## src/logic/slpc_defines.svh

```systemverilog
// offsets, field positions, reset values and counts of the serial lane sequence checker
// assumes inclusion by bare name from the package and the design modules
`ifndef SLPC_DEFINES_SVH
`define SLPC_DEFINES_SVH

// register indices; byte address is four times the index
`define SLPC_IDX_TEST_ENABLE 10'h315
`define SLPC_IDX_TEST_CONTROL 10'h316
`define SLPC_IDX_THRESH_LOW 10'h317
`define SLPC_IDX_THRESH_MID 10'h318
`define SLPC_IDX_THRESH_HIGH 10'h319
`define SLPC_IDX_COUNT_LOW 10'h31a
`define SLPC_IDX_COUNT_MID 10'h31b
`define SLPC_IDX_COUNT_HIGH 10'h31c
`define SLPC_IDX_PASS_STATUS 10'h31d
`define SLPC_IDX_IRQ_STATUS 10'h330
`define SLPC_IDX_IRQ_MASK 10'h331

// bus geometry
`define SLPC_ADDR_W 12
`define SLPC_DATA_W 32
`define SLPC_RESP_OKAY 2'h0
`define SLPC_RESP_SLVERR 2'h2

// control register fields
`define SLPC_CTRL_LANE_SEL_HI 6
`define SLPC_CTRL_LANE_SEL_LO 4
`define SLPC_CTRL_SEQ_SEL_HI 3
`define SLPC_CTRL_SEQ_SEL_LO 2
`define SLPC_CTRL_RUN_BIT 1
`define SLPC_CTRL_CLEAR_BIT 0
`define SLPC_CTRL_WRITE_MASK 8'h7f

// reset values
`define SLPC_ENABLE_RESET 8'h00
`define SLPC_CONTROL_RESET 8'h00
`define SLPC_THRESH_RESET 24'h000000
`define SLPC_PASS_RESET 8'hff
`define SLPC_SEQ_SEL_SHORT 2'h0

// lanes and sequences
`define SLPC_LANES 8
`define SLPC_COUNT_W 24
`define SLPC_COUNT_MAX 24'hffffff
`define SLPC_SR_W 31
`define SLPC_SHORT_TAP_A 6
`define SLPC_SHORT_TAP_B 5
`define SLPC_LONG_TAP_A 30
`define SLPC_LONG_TAP_B 27
`define SLPC_SHORT_FILL 5'h07
`define SLPC_LONG_FILL 5'h1f

`endif

```

## src/logic/slpc_pkg.sv

```systemverilog
// types shared by the serial lane sequence checker
// assumes slpc_defines.svh is on the include path
`include "slpc_defines.svh"

package slpc_pkg;

  typedef enum logic [1:0] {
    slpc_st_idle,
    slpc_st_run,
    slpc_st_clear
  } slpc_state_type;

  typedef logic [`SLPC_COUNT_W-1:0] slpc_count_type;

endpackage

```

## src/logic/slpc_lane_checker.sv

```systemverilog
// one lane's self-seeding sequence checker with saturating mismatch counter
// assumes lane bits are synchronous to aclk and qualified by lane_valid
`include "slpc_defines.svh"

module slpc_lane_checker
  import slpc_pkg::*;
(
  input wire logic aclk,
  input wire logic aresetn,
  input wire logic check_run,
  input wire logic check_clear,
  input wire logic seq_long,
  input wire slpc_count_type threshold,
  input wire logic lane_bit,
  input wire logic lane_valid,
  output slpc_count_type err_count,
  output logic lane_pass
);

  logic [`SLPC_SR_W-1:0] history_q;
  logic [4:0] fill_q;
  logic predicted;
  logic seeded;
  logic step;

  assign predicted = seq_long ? (history_q[`SLPC_LONG_TAP_A] ^ history_q[`SLPC_LONG_TAP_B])
                              : (history_q[`SLPC_SHORT_TAP_A] ^ history_q[`SLPC_SHORT_TAP_B]);
  assign seeded = fill_q >= (seq_long ? `SLPC_LONG_FILL : `SLPC_SHORT_FILL);
  assign step = check_run && lane_valid;

  ////////////////////////////////////////////////////////////////////////
  // reference history; first bits only seed it, no comparison yet
  always_ff @(posedge aclk) begin
    if (!aresetn || check_clear) begin
      history_q <= '0;
      fill_q <= 5'h00;
    end else if (step) begin
      history_q <= {history_q[`SLPC_SR_W-2:0], lane_bit};
      if (!seeded) begin
        fill_q <= fill_q + 5'h01;
      end
    end
  end

  ////////////////////////////////////////////////////////////////////////
  // count saturates so a long run never wraps back under threshold
  always_ff @(posedge aclk) begin
    if (!aresetn || check_clear) begin
      err_count <= '0;
    end else if (step && seeded && (lane_bit != predicted) && (err_count != `SLPC_COUNT_MAX)) begin
      err_count <= err_count + 24'h000001;
    end
  end

  always_ff @(posedge aclk) begin
    if (!aresetn || check_clear) begin
      lane_pass <= 1'b1;
    end else if (err_count > threshold) begin
      lane_pass <= 1'b0;
    end
  end

endmodule // slpc_lane_checker

```

## src/logic/slpc_top.sv

```systemverilog
// serial lane sequence checker: eight lane checkers behind an AXI4-Lite register slave
// assumes one clock, synchronous active-low reset, lane bits synchronous to aclk
//
// Register access over AXI4-Lite is this design's own decision.
`include "slpc_defines.svh"

module slpc_top
  import slpc_pkg::*;
(
  input wire logic aclk,
  input wire logic aresetn,
  input wire logic [`SLPC_ADDR_W-1:0] s_axi_awaddr,
  input wire logic [2:0] s_axi_awprot,
  input wire logic s_axi_awvalid,
  output logic s_axi_awready,
  input wire logic [`SLPC_DATA_W-1:0] s_axi_wdata,
  input wire logic [3:0] s_axi_wstrb,
  input wire logic s_axi_wvalid,
  output logic s_axi_wready,
  output logic [1:0] s_axi_bresp,
  output logic s_axi_bvalid,
  input wire logic s_axi_bready,
  input wire logic [`SLPC_ADDR_W-1:0] s_axi_araddr,
  input wire logic [2:0] s_axi_arprot,
  input wire logic s_axi_arvalid,
  output logic s_axi_arready,
  output logic [`SLPC_DATA_W-1:0] s_axi_rdata,
  output logic [1:0] s_axi_rresp,
  output logic s_axi_rvalid,
  input wire logic s_axi_rready,
  input wire logic [`SLPC_LANES-1:0] lane_bits,
  input wire logic [`SLPC_LANES-1:0] lane_valid,
  output logic irq
);

  ////////////////////////////////////////////////////////////////////////
  // functions

  function automatic logic [9:0] word_index(input logic [`SLPC_ADDR_W-1:0] addr);
    word_index = addr[`SLPC_ADDR_W-1:2];
  endfunction

  function automatic logic index_mapped(input logic [9:0] idx);
    case (idx)
      `SLPC_IDX_TEST_ENABLE, `SLPC_IDX_TEST_CONTROL,
      `SLPC_IDX_THRESH_LOW, `SLPC_IDX_THRESH_MID, `SLPC_IDX_THRESH_HIGH,
      `SLPC_IDX_COUNT_LOW, `SLPC_IDX_COUNT_MID, `SLPC_IDX_COUNT_HIGH,
      `SLPC_IDX_PASS_STATUS, `SLPC_IDX_IRQ_STATUS, `SLPC_IDX_IRQ_MASK: index_mapped = 1'b1;
      default: index_mapped = 1'b0;
    endcase
  endfunction

  // picks byte k of a 24-bit value; shared by threshold and count reads
  function automatic logic [7:0] byte_of(input slpc_count_type v, input logic [1:0] k);
    case (k)
      2'h0: byte_of = v[7:0];
      2'h1: byte_of = v[15:8];
      default: byte_of = v[23:16];
    endcase
  endfunction

  ////////////////////////////////////////////////////////////////////////
  // registers and wires

  logic [7:0] test_enable_q;
  logic [7:0] test_control_q;
  slpc_count_type threshold_q;
  logic [7:0] irq_status_q;
  logic [7:0] irq_mask_q;
  logic [7:0] pass_prev_q;
  slpc_state_type state_q;
  slpc_state_type state_d;

  logic aw_held_q;
  logic w_held_q;
  logic [`SLPC_ADDR_W-1:0] aw_addr_q;
  logic [`SLPC_DATA_W-1:0] w_data_q;
  logic [3:0] w_strb_q;

  logic [2:0] count_lane_select;
  logic [1:0] sequence_select;
  logic checker_run;
  logic checker_clear;
  logic checker_clock_ungate;
  logic lanes_active;
  logic seq_long;

  slpc_count_type lane_count [`SLPC_LANES];
  logic [`SLPC_LANES-1:0] lane_pass_flags;
  slpc_count_type selected_count;
  logic [7:0] fail_events;

  logic write_fire;
  logic [9:0] wr_idx;
  logic wr_ok;
  logic read_fire;
  logic [9:0] rd_idx;
  logic status_read;
  logic [`SLPC_DATA_W-1:0] rd_value;

  ////////////////////////////////////////////////////////////////////////
  // control fields

  assign count_lane_select = test_control_q[`SLPC_CTRL_LANE_SEL_HI:`SLPC_CTRL_LANE_SEL_LO];
  assign sequence_select = test_control_q[`SLPC_CTRL_SEQ_SEL_HI:`SLPC_CTRL_SEQ_SEL_LO];
  assign checker_run = test_control_q[`SLPC_CTRL_RUN_BIT];
  assign checker_clear = test_control_q[`SLPC_CTRL_CLEAR_BIT];
  // any nonzero value ungates, so software writing 0x01 or 0xff both work
  assign checker_clock_ungate = test_enable_q != 8'h00;
  assign seq_long = sequence_select != `SLPC_SEQ_SEL_SHORT;
  // gating modelled as a qualifier: with no ungate the lanes hold history and counts, but clear still resets them
  assign lanes_active = checker_clock_ungate && (state_q == slpc_st_run);

  ////////////////////////////////////////////////////////////////////////
  // test state machine
  // clear wins over run; leaving clear always passes through idle

  always_comb begin
    state_d = state_q;
    case (state_q)
      slpc_st_idle: begin
        if (checker_clear) begin
          state_d = slpc_st_clear;
        end else if (checker_run && checker_clock_ungate) begin
          state_d = slpc_st_run;
        end
      end
      slpc_st_run: begin
        if (checker_clear) begin
          state_d = slpc_st_clear;
        end else if (!checker_run || !checker_clock_ungate) begin
          state_d = slpc_st_idle;
        end
      end
      slpc_st_clear: begin
        if (!checker_clear) begin
          state_d = slpc_st_idle;
        end
      end
      default: begin
        state_d = slpc_st_idle;
      end
    endcase
  end

  always_ff @(posedge aclk) begin
    if (!aresetn) begin
      state_q <= slpc_st_idle;
    end else begin
      state_q <= state_d;
    end
  end

  ////////////////////////////////////////////////////////////////////////
  // lane checkers

  for (genvar g = 0; g < `SLPC_LANES; g++) begin : g_lane
    slpc_lane_checker u_lane (
      .aclk(aclk),
      .aresetn(aresetn),
      .check_run(lanes_active),
      .check_clear(checker_clear),
      .seq_long(seq_long),
      .threshold(threshold_q),
      .lane_bit(lane_bits[g]),
      .lane_valid(lane_valid[g]),
      .err_count(lane_count[g]),
      .lane_pass(lane_pass_flags[g])
    );
  end

  assign selected_count = lane_count[count_lane_select];

  ////////////////////////////////////////////////////////////////////////
  // axi write channel: address and data taken in either order
  // a held-off bready lets the next address in early; it waits for the response

  assign write_fire = aw_held_q && w_held_q && !s_axi_bvalid;
  assign wr_idx = word_index(aw_addr_q);
  assign wr_ok = index_mapped(wr_idx);

  always_ff @(posedge aclk) begin
    if (!aresetn) begin
      aw_held_q <= 1'b0;
      aw_addr_q <= '0;
    end else if (s_axi_awvalid && s_axi_awready) begin
      aw_held_q <= 1'b1;
      aw_addr_q <= s_axi_awaddr;
    end else if (write_fire) begin
      aw_held_q <= 1'b0;
    end
  end

  always_ff @(posedge aclk) begin
    if (!aresetn) begin
      w_held_q <= 1'b0;
      w_data_q <= '0;
      w_strb_q <= 4'h0;
    end else if (s_axi_wvalid && s_axi_wready) begin
      w_held_q <= 1'b1;
      w_data_q <= s_axi_wdata;
      w_strb_q <= s_axi_wstrb;
    end else if (write_fire) begin
      w_held_q <= 1'b0;
    end
  end

  always_ff @(posedge aclk) begin
    if (!aresetn) begin
      s_axi_awready <= 1'b0;
      s_axi_wready <= 1'b0;
    end else begin
      s_axi_awready <= !aw_held_q && !(s_axi_awvalid && s_axi_awready);
      s_axi_wready <= !w_held_q && !(s_axi_wvalid && s_axi_wready);
    end
  end

  always_ff @(posedge aclk) begin
    if (!aresetn) begin
      s_axi_bvalid <= 1'b0;
      s_axi_bresp <= `SLPC_RESP_OKAY;
    end else if (write_fire) begin
      s_axi_bvalid <= 1'b1;
      s_axi_bresp <= wr_ok ? `SLPC_RESP_OKAY : `SLPC_RESP_SLVERR;
    end else if (s_axi_bready) begin
      s_axi_bvalid <= 1'b0;
    end
  end

  ////////////////////////////////////////////////////////////////////////
  // writable registers; only byte lane 0 carries data
  // threshold bytes land one write at a time; a running lane sees each partial value

  always_ff @(posedge aclk) begin
    if (!aresetn) begin
      test_enable_q <= `SLPC_ENABLE_RESET;
      test_control_q <= `SLPC_CONTROL_RESET;
      threshold_q <= `SLPC_THRESH_RESET;
      irq_mask_q <= 8'h00;
    end else if (write_fire && w_strb_q[0]) begin
      case (wr_idx)
        `SLPC_IDX_TEST_ENABLE: test_enable_q <= w_data_q[7:0];
        `SLPC_IDX_TEST_CONTROL: test_control_q <= w_data_q[7:0] & `SLPC_CTRL_WRITE_MASK;
        `SLPC_IDX_THRESH_LOW: threshold_q[7:0] <= w_data_q[7:0];
        `SLPC_IDX_THRESH_MID: threshold_q[15:8] <= w_data_q[7:0];
        `SLPC_IDX_THRESH_HIGH: threshold_q[23:16] <= w_data_q[7:0];
        `SLPC_IDX_IRQ_MASK: irq_mask_q <= w_data_q[7:0];
        default: begin
        end
      endcase
    end
  end

  ////////////////////////////////////////////////////////////////////////
  // axi read channel
  // awprot and arprot are not decoded: every access is treated alike
  // unmapped words read as zero and answer with a slave error

  assign read_fire = s_axi_arvalid && s_axi_arready;
  assign rd_idx = word_index(s_axi_araddr);
  assign status_read = read_fire && (rd_idx == `SLPC_IDX_IRQ_STATUS);

  always_comb begin
    rd_value = '0;
    case (rd_idx)
      `SLPC_IDX_TEST_ENABLE: rd_value[7:0] = test_enable_q;
      `SLPC_IDX_TEST_CONTROL: rd_value[7:0] = test_control_q;
      `SLPC_IDX_THRESH_LOW: rd_value[7:0] = byte_of(threshold_q, 2'h0);
      `SLPC_IDX_THRESH_MID: rd_value[7:0] = byte_of(threshold_q, 2'h1);
      `SLPC_IDX_THRESH_HIGH: rd_value[7:0] = byte_of(threshold_q, 2'h2);
      `SLPC_IDX_COUNT_LOW: rd_value[7:0] = byte_of(selected_count, 2'h0);
      `SLPC_IDX_COUNT_MID: rd_value[7:0] = byte_of(selected_count, 2'h1);
      `SLPC_IDX_COUNT_HIGH: rd_value[7:0] = byte_of(selected_count, 2'h2);
      `SLPC_IDX_PASS_STATUS: rd_value[7:0] = lane_pass_flags;
      `SLPC_IDX_IRQ_STATUS: rd_value[7:0] = irq_status_q;
      `SLPC_IDX_IRQ_MASK: rd_value[7:0] = irq_mask_q;
      default: rd_value = '0;
    endcase
  end

  always_ff @(posedge aclk) begin
    if (!aresetn) begin
      s_axi_arready <= 1'b0;
    end else begin
      s_axi_arready <= !s_axi_rvalid && !read_fire;
    end
  end

  always_ff @(posedge aclk) begin
    if (!aresetn) begin
      s_axi_rvalid <= 1'b0;
      s_axi_rdata <= '0;
      s_axi_rresp <= `SLPC_RESP_OKAY;
    end else if (read_fire) begin
      s_axi_rvalid <= 1'b1;
      s_axi_rdata <= rd_value;
      s_axi_rresp <= index_mapped(rd_idx) ? `SLPC_RESP_OKAY : `SLPC_RESP_SLVERR;
    end else if (s_axi_rready) begin
      s_axi_rvalid <= 1'b0;
    end
  end

  ////////////////////////////////////////////////////////////////////////
  // interrupt: a lane falling from pass to fail is the event
  // pass falls one edge after the count crosses; irq trails status by one more

  assign fail_events = pass_prev_q & ~lane_pass_flags;

  always_ff @(posedge aclk) begin
    if (!aresetn) begin
      pass_prev_q <= `SLPC_PASS_RESET;
    end else begin
      pass_prev_q <= lane_pass_flags;
    end
  end

  // a new event in the clearing read's cycle survives the clear
  always_ff @(posedge aclk) begin
    if (!aresetn) begin
      irq_status_q <= 8'h00;
    end else if (status_read) begin
      irq_status_q <= fail_events;
    end else begin
      irq_status_q <= irq_status_q | fail_events;
    end
  end

  always_ff @(posedge aclk) begin
    if (!aresetn) begin
      irq <= 1'b0;
    end else begin
      irq <= |(irq_status_q & irq_mask_q);
    end
  end

endmodule // slpc_top

```

## config.mk

```make
export PLATFORM = sky130hd
export DESIGN_NAME = slpc_top
export DESIGN_NICKNAME = d
export VERILOG_FILES = /design/src/logic/slpc_pkg.sv /design/src/logic/slpc_lane_checker.sv /design/src/logic/slpc_top.sv
export VERILOG_INCLUDE_DIRS = /design/src /design/src/logic
export SDC_FILE = /design/constraint.sdc
export NUM_CORES = 2
export LEC_CHECK = 0
export ABC_AREA = 1
export ABC_CLOCK_PERIOD_IN_PS = 2500
export CORE_MARGIN = 2
export CORE_UTILIZATION = 41
export CTS_BUF_LIST = sky130_fd_sc_hd__clkbuf_8
export DETAILED_ROUTE_END_ITERATION = 10
export DONT_BUFFER_PORTS = 1
export HOLD_SLACK_MARGIN = 0.1
export SETUP_SLACK_MARGIN = 0.2
export SYNTH_ARGS = -nofsm -noshare
export SYNTH_HDL_FRONTEND = slang
export SYNTH_SLANG_ARGS = --single-unit
```

## constraint.sdc

```tcl
create_clock -name aclk -period 2.5 [get_ports aclk]
set_input_delay 0.125 -clock aclk [delete_from_list [all_inputs] [get_ports aclk]]
set_output_delay 0.125 -clock aclk [all_outputs]
set_load 0.02 [all_outputs]
```

After elaboration in Yosys (flattened, before gate mapping)
Cells that the tools add are included.
W data, S select, Z words.
{ "totals": {"n_memories": 0, "register_bits": 594, "out_inout_bits": 42, "latch_bits": 0, "word_cells": 274, "mem_bits_rw": 0, "rom_bits": 0, "in_bits": 89} }
{ "classes": {"n_mul": 0, "muxes": 33, "shift": 0, "reduce_logical": 81, "n_div": 0, "n_eq_ne": 43, "n_lt_le_gt_ge": 17, "bitwise_logic": 29, "addsub": 16} }
{ "ops": {"columns": ["op", "count"], "rows": [
  ["$eq A10 B10 Y1 const B", 22],
  ["$add A24 B1 Y24 const B", 8],
  ["$gt A24 B24 Y1", 8],
  ["$ne A24 B24 Y1 const B", 8],
  ["$pmux W8 S11", 1],
  ["$bmux W24 S3", 1],
  ["$mux W24", 2],
  ["$logic_and A1 B1 Y1", 44],
  ["$add A5 B1 Y5 const B", 8],
  ["$ge A5 B5 Y1", 8],
  ["$reduce_and A2 Y1", 14],
  ["$reduce_or A11 Y1", 2],
  ["$mux W1", 19],
  ["$and A8 B8 Y8", 2],
  ["$xor A1 B1 Y1", 16],
  ["$mux W2", 7],
  ["$logic_not A1 Y1", 10],
  ["$reduce_bool A2 Y1", 5],
  ["$mux W8", 1],
  ["$ne A1 B1 Y1", 8],
  ["$not A1 Y1", 8],
  ["$not A8 Y8", 1],
  ["$or A8 B8 Y8", 1],
  ["$reduce_bool A8 Y1", 1],
  ["other kinds (13)", 14]
]} }

Depth between registers and ports, before layout
{ "depth": {"word_depth": 6, "ltp_mapped": 13, "ltp_nobuf": 13} }

Modules after synthesis
Synthesis repeated with hierarchy kept, for this count alone.
{ "hier_totals": {"hier_cells": 5521, "hier_area_um2": 36746.5} }
{ "by_module_without_submodules": {"columns": ["module", "seq_area_each_um2", "area_per_inst_um2", "cells_each", "instances"], "rows": [
  ["slpc_lane_checker (g_lane[0].u_lane ...)", 1221.2, 3713.6, 539, 7],
  ["slpc_top", 2042.0, 7075.5, 1205, 1],
  ["slpc_lane_checker (g_lane[7].u_lane)", 1221.2, 3676.0, 543, 1]
]} }

Least setup slack after synthesis
No wires, ideal clock.
{ "synth_path": {"kind": "register to register", "startpoint": "register test_control_q[2]", "endpoint": "register g_lane[0].u_lane.fill_q[3]", "stages_incl_launch_ff": 11, "synth_period_minus_slack_ns": 1.867, "t_required_ns": 2.368, "slack_ns": 0.633, "arrival_ns": 1.735, "setup_ns": 0.132, "path_buffers": 1, "path_cell_list": "dfxtp_1 -> nor2_1 -> buf_2 -> ha_1 -> a21boi_0 -> nand2_1 -> nand2_1 -> nor2_1 -> inv_1 -> nor3_1 -> nor3_1"} }
{ "synth_via": {"elab_chain_len": 5} }
{ "synth_rtl": {"columns": ["element", "line", "text"], "rows": [
  ["start, declared", "slpc_top.sv:66", "logic [7:0] test_control_q;"],
  ["start signal, assigned", "slpc_top.sv:237", "test_control_q <= `SLPC_CONTROL_RESET;"],
  ["start signal, assigned", "slpc_top.sv:243", "`SLPC_IDX_TEST_CONTROL: test_control_q <= w_data_q[7:0] & `SLPC_CTRL_WRITE_MASK;"],
  ["$reduce_bool A2 Y1 (no source line)", null, null],
  ["$mux W5 (no source line)", null, null],
  ["$ge A5 B5 Y1", "slpc_lane_checker.sv:28", "assign seeded = fill_q >= (seq_long ? `SLPC_LONG_FILL : `SLPC_SHORT_FILL);"],
  ["$not A1 Y1 (no source line)", null, null],
  ["$reduce_and A2 Y1 (no source line)", null, null],
  ["end signal, assigned", "slpc_lane_checker.sv:40", "fill_q <= fill_q + 5'h01;"],
  ["end, declared", "slpc_lane_checker.sv:21", "logic [4:0] fill_q;"]
]} }
No other way between the ends.
A chain may end at the register's enable or synchronous reset.

Worst setup path after layout
{ "layout_path": {"startpoint": "register test_control_q[4]", "endpoint": "register s_axi_rdata[1]"} }
{ "layout_via": {"elab_chain_len": 5} }
{ "layout_rtl": {"columns": ["element", "line", "text"], "rows": [
  ["$not A3 Y4 (implied by the code)", "slpc_top.sv:172", "assign selected_count = lane_count[count_lane_select];"],
  ["$bmux W24 S3", "slpc_top.sv:172", null],
  ["$mux W24 (implied by the code) (2 in series)", "slpc_top.sv:172", null],
  ["$pmux W8 S11", "slpc_top.sv:265", "case (rd_idx)"],
  ["end signal, assigned", "slpc_top.sv:296", "s_axi_rdata <= rd_value;"],
  ["end, declared", "slpc_top.sv:27", "output logic [`SLPC_DATA_W-1:0] s_axi_rdata,"]
]} }
No other way between the ends. The select of a mux whose other input is x is not followed.

==> flow_metrics.tcl <==
set metrics [dict create \
    start_util 0.412 \
    cp_slowest_cell "dfxtp_4" \
    min_path_cells 9 \
    insertion_delay_ns 0.79 \
    h-tree-depth 3 \
    grt-ovfl-total 0 \
    synth_area_sq_um 34300 \
    critical_path_class "flip-flop to flip-flop" \
    crit_fanout 34 \
    totalNegativeSetupSlack_ns 0 \
    final-seq-area_sq_um 11800 \
    relSlewSlack 0.464 \
    synth_edf_count 0 \
    ys_top_cells_by_count "1711 x nand2_1, 637 x a21oi_1, 590 x dfxtp_1" \
    coreArea_sq_um 83300 \
    numCtsBuffers 103 \
    cp-end-kind "flip-flop" \
    tightest_slew_ns 0.802 \
    num_vias 34200 \
    start_kind "flip-flop" \
    vdd_drop_max_v 0.000461 \
    layout-drive-gt1-share 0.0745 \
    async_reset_ff_frac 0 \
    post-place-cells 6180 \
    yosysMostFrequentCell "nand2_1" \
    setup_violations 0 \
    cpPeakStageDelay_ns 0.55 \
    io_buffers 0 \
    fmax_mhz 444 \
    grt_usage 0.246 \
    p_int_mw 15.4 \
    grt_pass1_wl_um 171000 \
    setup.worst_path.end "s_axi_rdata[1]" \
    multiInputGateArea_sq_um 20300 \
    postSynthAreaPerCell_sq_um 6.61 \
    die_area_sq_um 86100 \
    p_seq_frac 0.470 \
    cp.arrival_ns 2.91 \
    regToRegSetupSlack_ns 0.25 \
    power_density_nw_per_um2 511 \
    worstSetupStartpoint "test_control_q[4]" \
    clockRootBuffer "clkbuf_8" \
    die_height_um 293 \
    post-route-min-period_ns 2.25 \
    cp.required_ns 3.15 \
    period_share 0.901 \
    clkSlewWorstSetupHoldPaths_ns 0.07 \
    rsz0062_at_grt "false" \
    die_w_um 293 \
    hpwl_um 75100 \
    grt_pass1_vias 31400 \
    rows 106 \
    fillerInstances 8538 \
    ys_top_cells_by_area "dfxtp_1 34%, nand2_1 19%, a21oi_1 9.3%" \
    grt_max_degree 81 \
    hp-class "input port to flip-flop" \
    power_frac_clock 0.505 \
    stdcell_count 6476 \
    cp_common_cell "nand2_1" \
    ys.flop_type "dfxtp_1" \
    wirelength_um 108000 \
    netSwitchingFraction 0.234 \
    synth_cell_types 43 \
    syn2layout_area_growth_pct 15.0 \
    p_comb_frac 0.025 \
    final_util 0.474 \
    status "completed" \
    io_pins 131 \
    hold_violations 0 \
    clockBufferDepth 3 \
    maxCapViolations 0 \
    cts_tree "yes" \
    r2r_end "s_axi_rdata[1]" \
    antenna_found_initial 3 \
    power.switching_mw 4.73 \
    hold_ws_ns 0.154 \
    r2r-start "test_control_q[4]" \
    synth_top_area_cell "dfxtp_1" \
    yosys_warnings 0 \
    drt_first_pass_iters 9 \
    cellLeakagePower_nw 15.5 \
    drc 0 \
    ant_nets 0 \
    gp_congestion 0.975 \
    crit_path_cell_trace "inv_2 > buf_12 > o21ai_0 > nand3_1 > nand3_1 > nand2_1 > nor2_1 > nand2_1 > nand2_1 > nand2_1" \
    drt_iter0_drc 2477 \
    synthCells 5191 \
    synth-seq-cells 590 \
    seq_area_frac_synth 0.344 \
    cts.sinks 590 \
    reg2reg_depth 10 \
    routed_via_density 5.28 \
    post_drt_wl_per_cell_um 16.8 \
    fin_nets 5621 \
    synth.top_cell.area_share 0.344 \
    finalClockSkew_ns 0.0644 \
    slew_viol_final 0 \
]
worst min-delay path by stage:
stage / startpoint / endpoint / slack, ns
6_report: s_axi_araddr[2] / s_axi_rdata[0] / 0.15
5_1_grt: lane_bits[2] / g_lane[2].u_lane.history_q[0] / 0.17
4_1_cts: s_axi_araddr[2] / s_axi_rdata[0] / 0.10
3_5_place_dp: aresetn / pass_prev_q[1] / 0.21
3_3_place_gp: aresetn / pass_prev_q[1] / 0.20
2_1_floorplan: lane_bits[2] / g_lane[2].u_lane.history_q[0] / 0.27
layer usage:
metal	track usage	vias to the layer above	wire [um]
met1	0.327	15600	47600
met2	0.391	1027	48700
met5	0	-	26
met3	0.0363	271	6980
met4	0.119	4	5140
li1	-	17200	-
power by group through the flow:
| stage | Sequential (mW) | Combinational, mW | Clock [mW] |
|---|---|---|---|
| finish | 9.48 | 0.504 | 10.2 |
| global route | 9.47 | 0.553 | 10.8 |
| CTS | 9.47 | 0.495 | 10.4 |
| detailed placement | 9.68 | 0.358 | 0 |
| global placement | 9.68 | 0.356 | 0 |
| floorplan | 9.67 | 0.310 | 0 |
critical path, delay by kind of cell (launching register included):
family / cells / cell delay, ns
buffers and inverters: 2 / 0.42
and+or+nand+nor: 7 / 0.77
DFF: 1 / 0.55
AOI/OAI and AO/OA: 1 / 0.37
what timing repair did:
action,4_1_cts,5_1_grt
endpoints found under the hold margin,587,0
setup endpoints to repair,3,216
resized for setup,1,31
gates cloned,0,6
pin swaps,0,9
hold buffers,91,0
buffers inserted,0,15
logic make-up (layout without fill, tap and decap cells):
| group | Yosys count | in the layout | synth area share |
|---|---|---|---|
| AND/OR/NAND/NOR | 2829 | 2832 | 0.346 |
| AO/OA/AOI/OAI | 856 | 856 | 0.128 |
| flip-flops | 590 | 590 | 0.344 |
| buffers and inverters | 581 | 757 | 0.0728 |
| adder cells (fa/ha/maj) | 216 | 216 | 0.0787 |
| XOR/XNOR | 118 | 118 | 0.0301 |
| other | 1 | 27 | 0.000109 |
stage by stage:
stage	power, mW	setup WS (ns)	instance area (sq um)
after detailed placement	10.0	0.237	35800
after global placement	10.0	0.319	35800
after floorplan	9.98	0.633	34400
after global routing	20.8	0.198	39500
final	20.2	0.247	39500
after CTS	20.4	0.207	39100
flip-flops by register name (all words and copies together), names as in the netlist, 2 cells and up:
name / count
test_enable_q: 8
aw_addr_q: 10
irq_mask_q: 8
threshold_q: 24
w_data_q: 8
g_lane.u_lane.history_q: 248
g_lane.u_lane.fill_q: 40
state_q: 2
s_axi_rdata: 8
g_lane.u_lane.lane_pass: 8
pass_prev_q: 8
irq_status_q: 8
test_control_q: 7
g_lane.u_lane.err_count: 192
cell type report:
cell class / count / share of cell area
clock inverter: 62 / 0.0170
sequential: 590 / 0.299
timing repair buffer: 238 / 0.0605
multi-input combinational: 4048 / 0.514
antenna: 1 / 0.0000634
inverter: 335 / 0.0324
clock buffer: 122 / 0.0425
tap: 1080 / 0.0342
cell usage in the layout, fill, tap and decap left out, types with 16 or more instances in the layout:
| cell type | instances |
|---|---|
| nand2_1 | 1710 |
| a21oi_1 | 637 |
| dfxtp_1 | 585 |
| nand3_1 | 508 |
| nor2_1 | 428 |
| inv_1 | 344 |
| ha_1 | 215 |
| o21ai_0 | 171 |
| clkbuf_8 | 122 |
| buf_4 | 118 |
| xor2_1 | 102 |
| dlygate4sd3_1 | 89 |
| nand4_1 | 62 |
| nor3_1 | 33 |
| conb_1 | 26 |
| o21a_1 | 23 |
| buf_12 | 23 |
| clkinv_2 | 20 |
| nor2_2 | 17 |
| xnor2_1 | 16 |
Power figures use the tool's default switching activity.
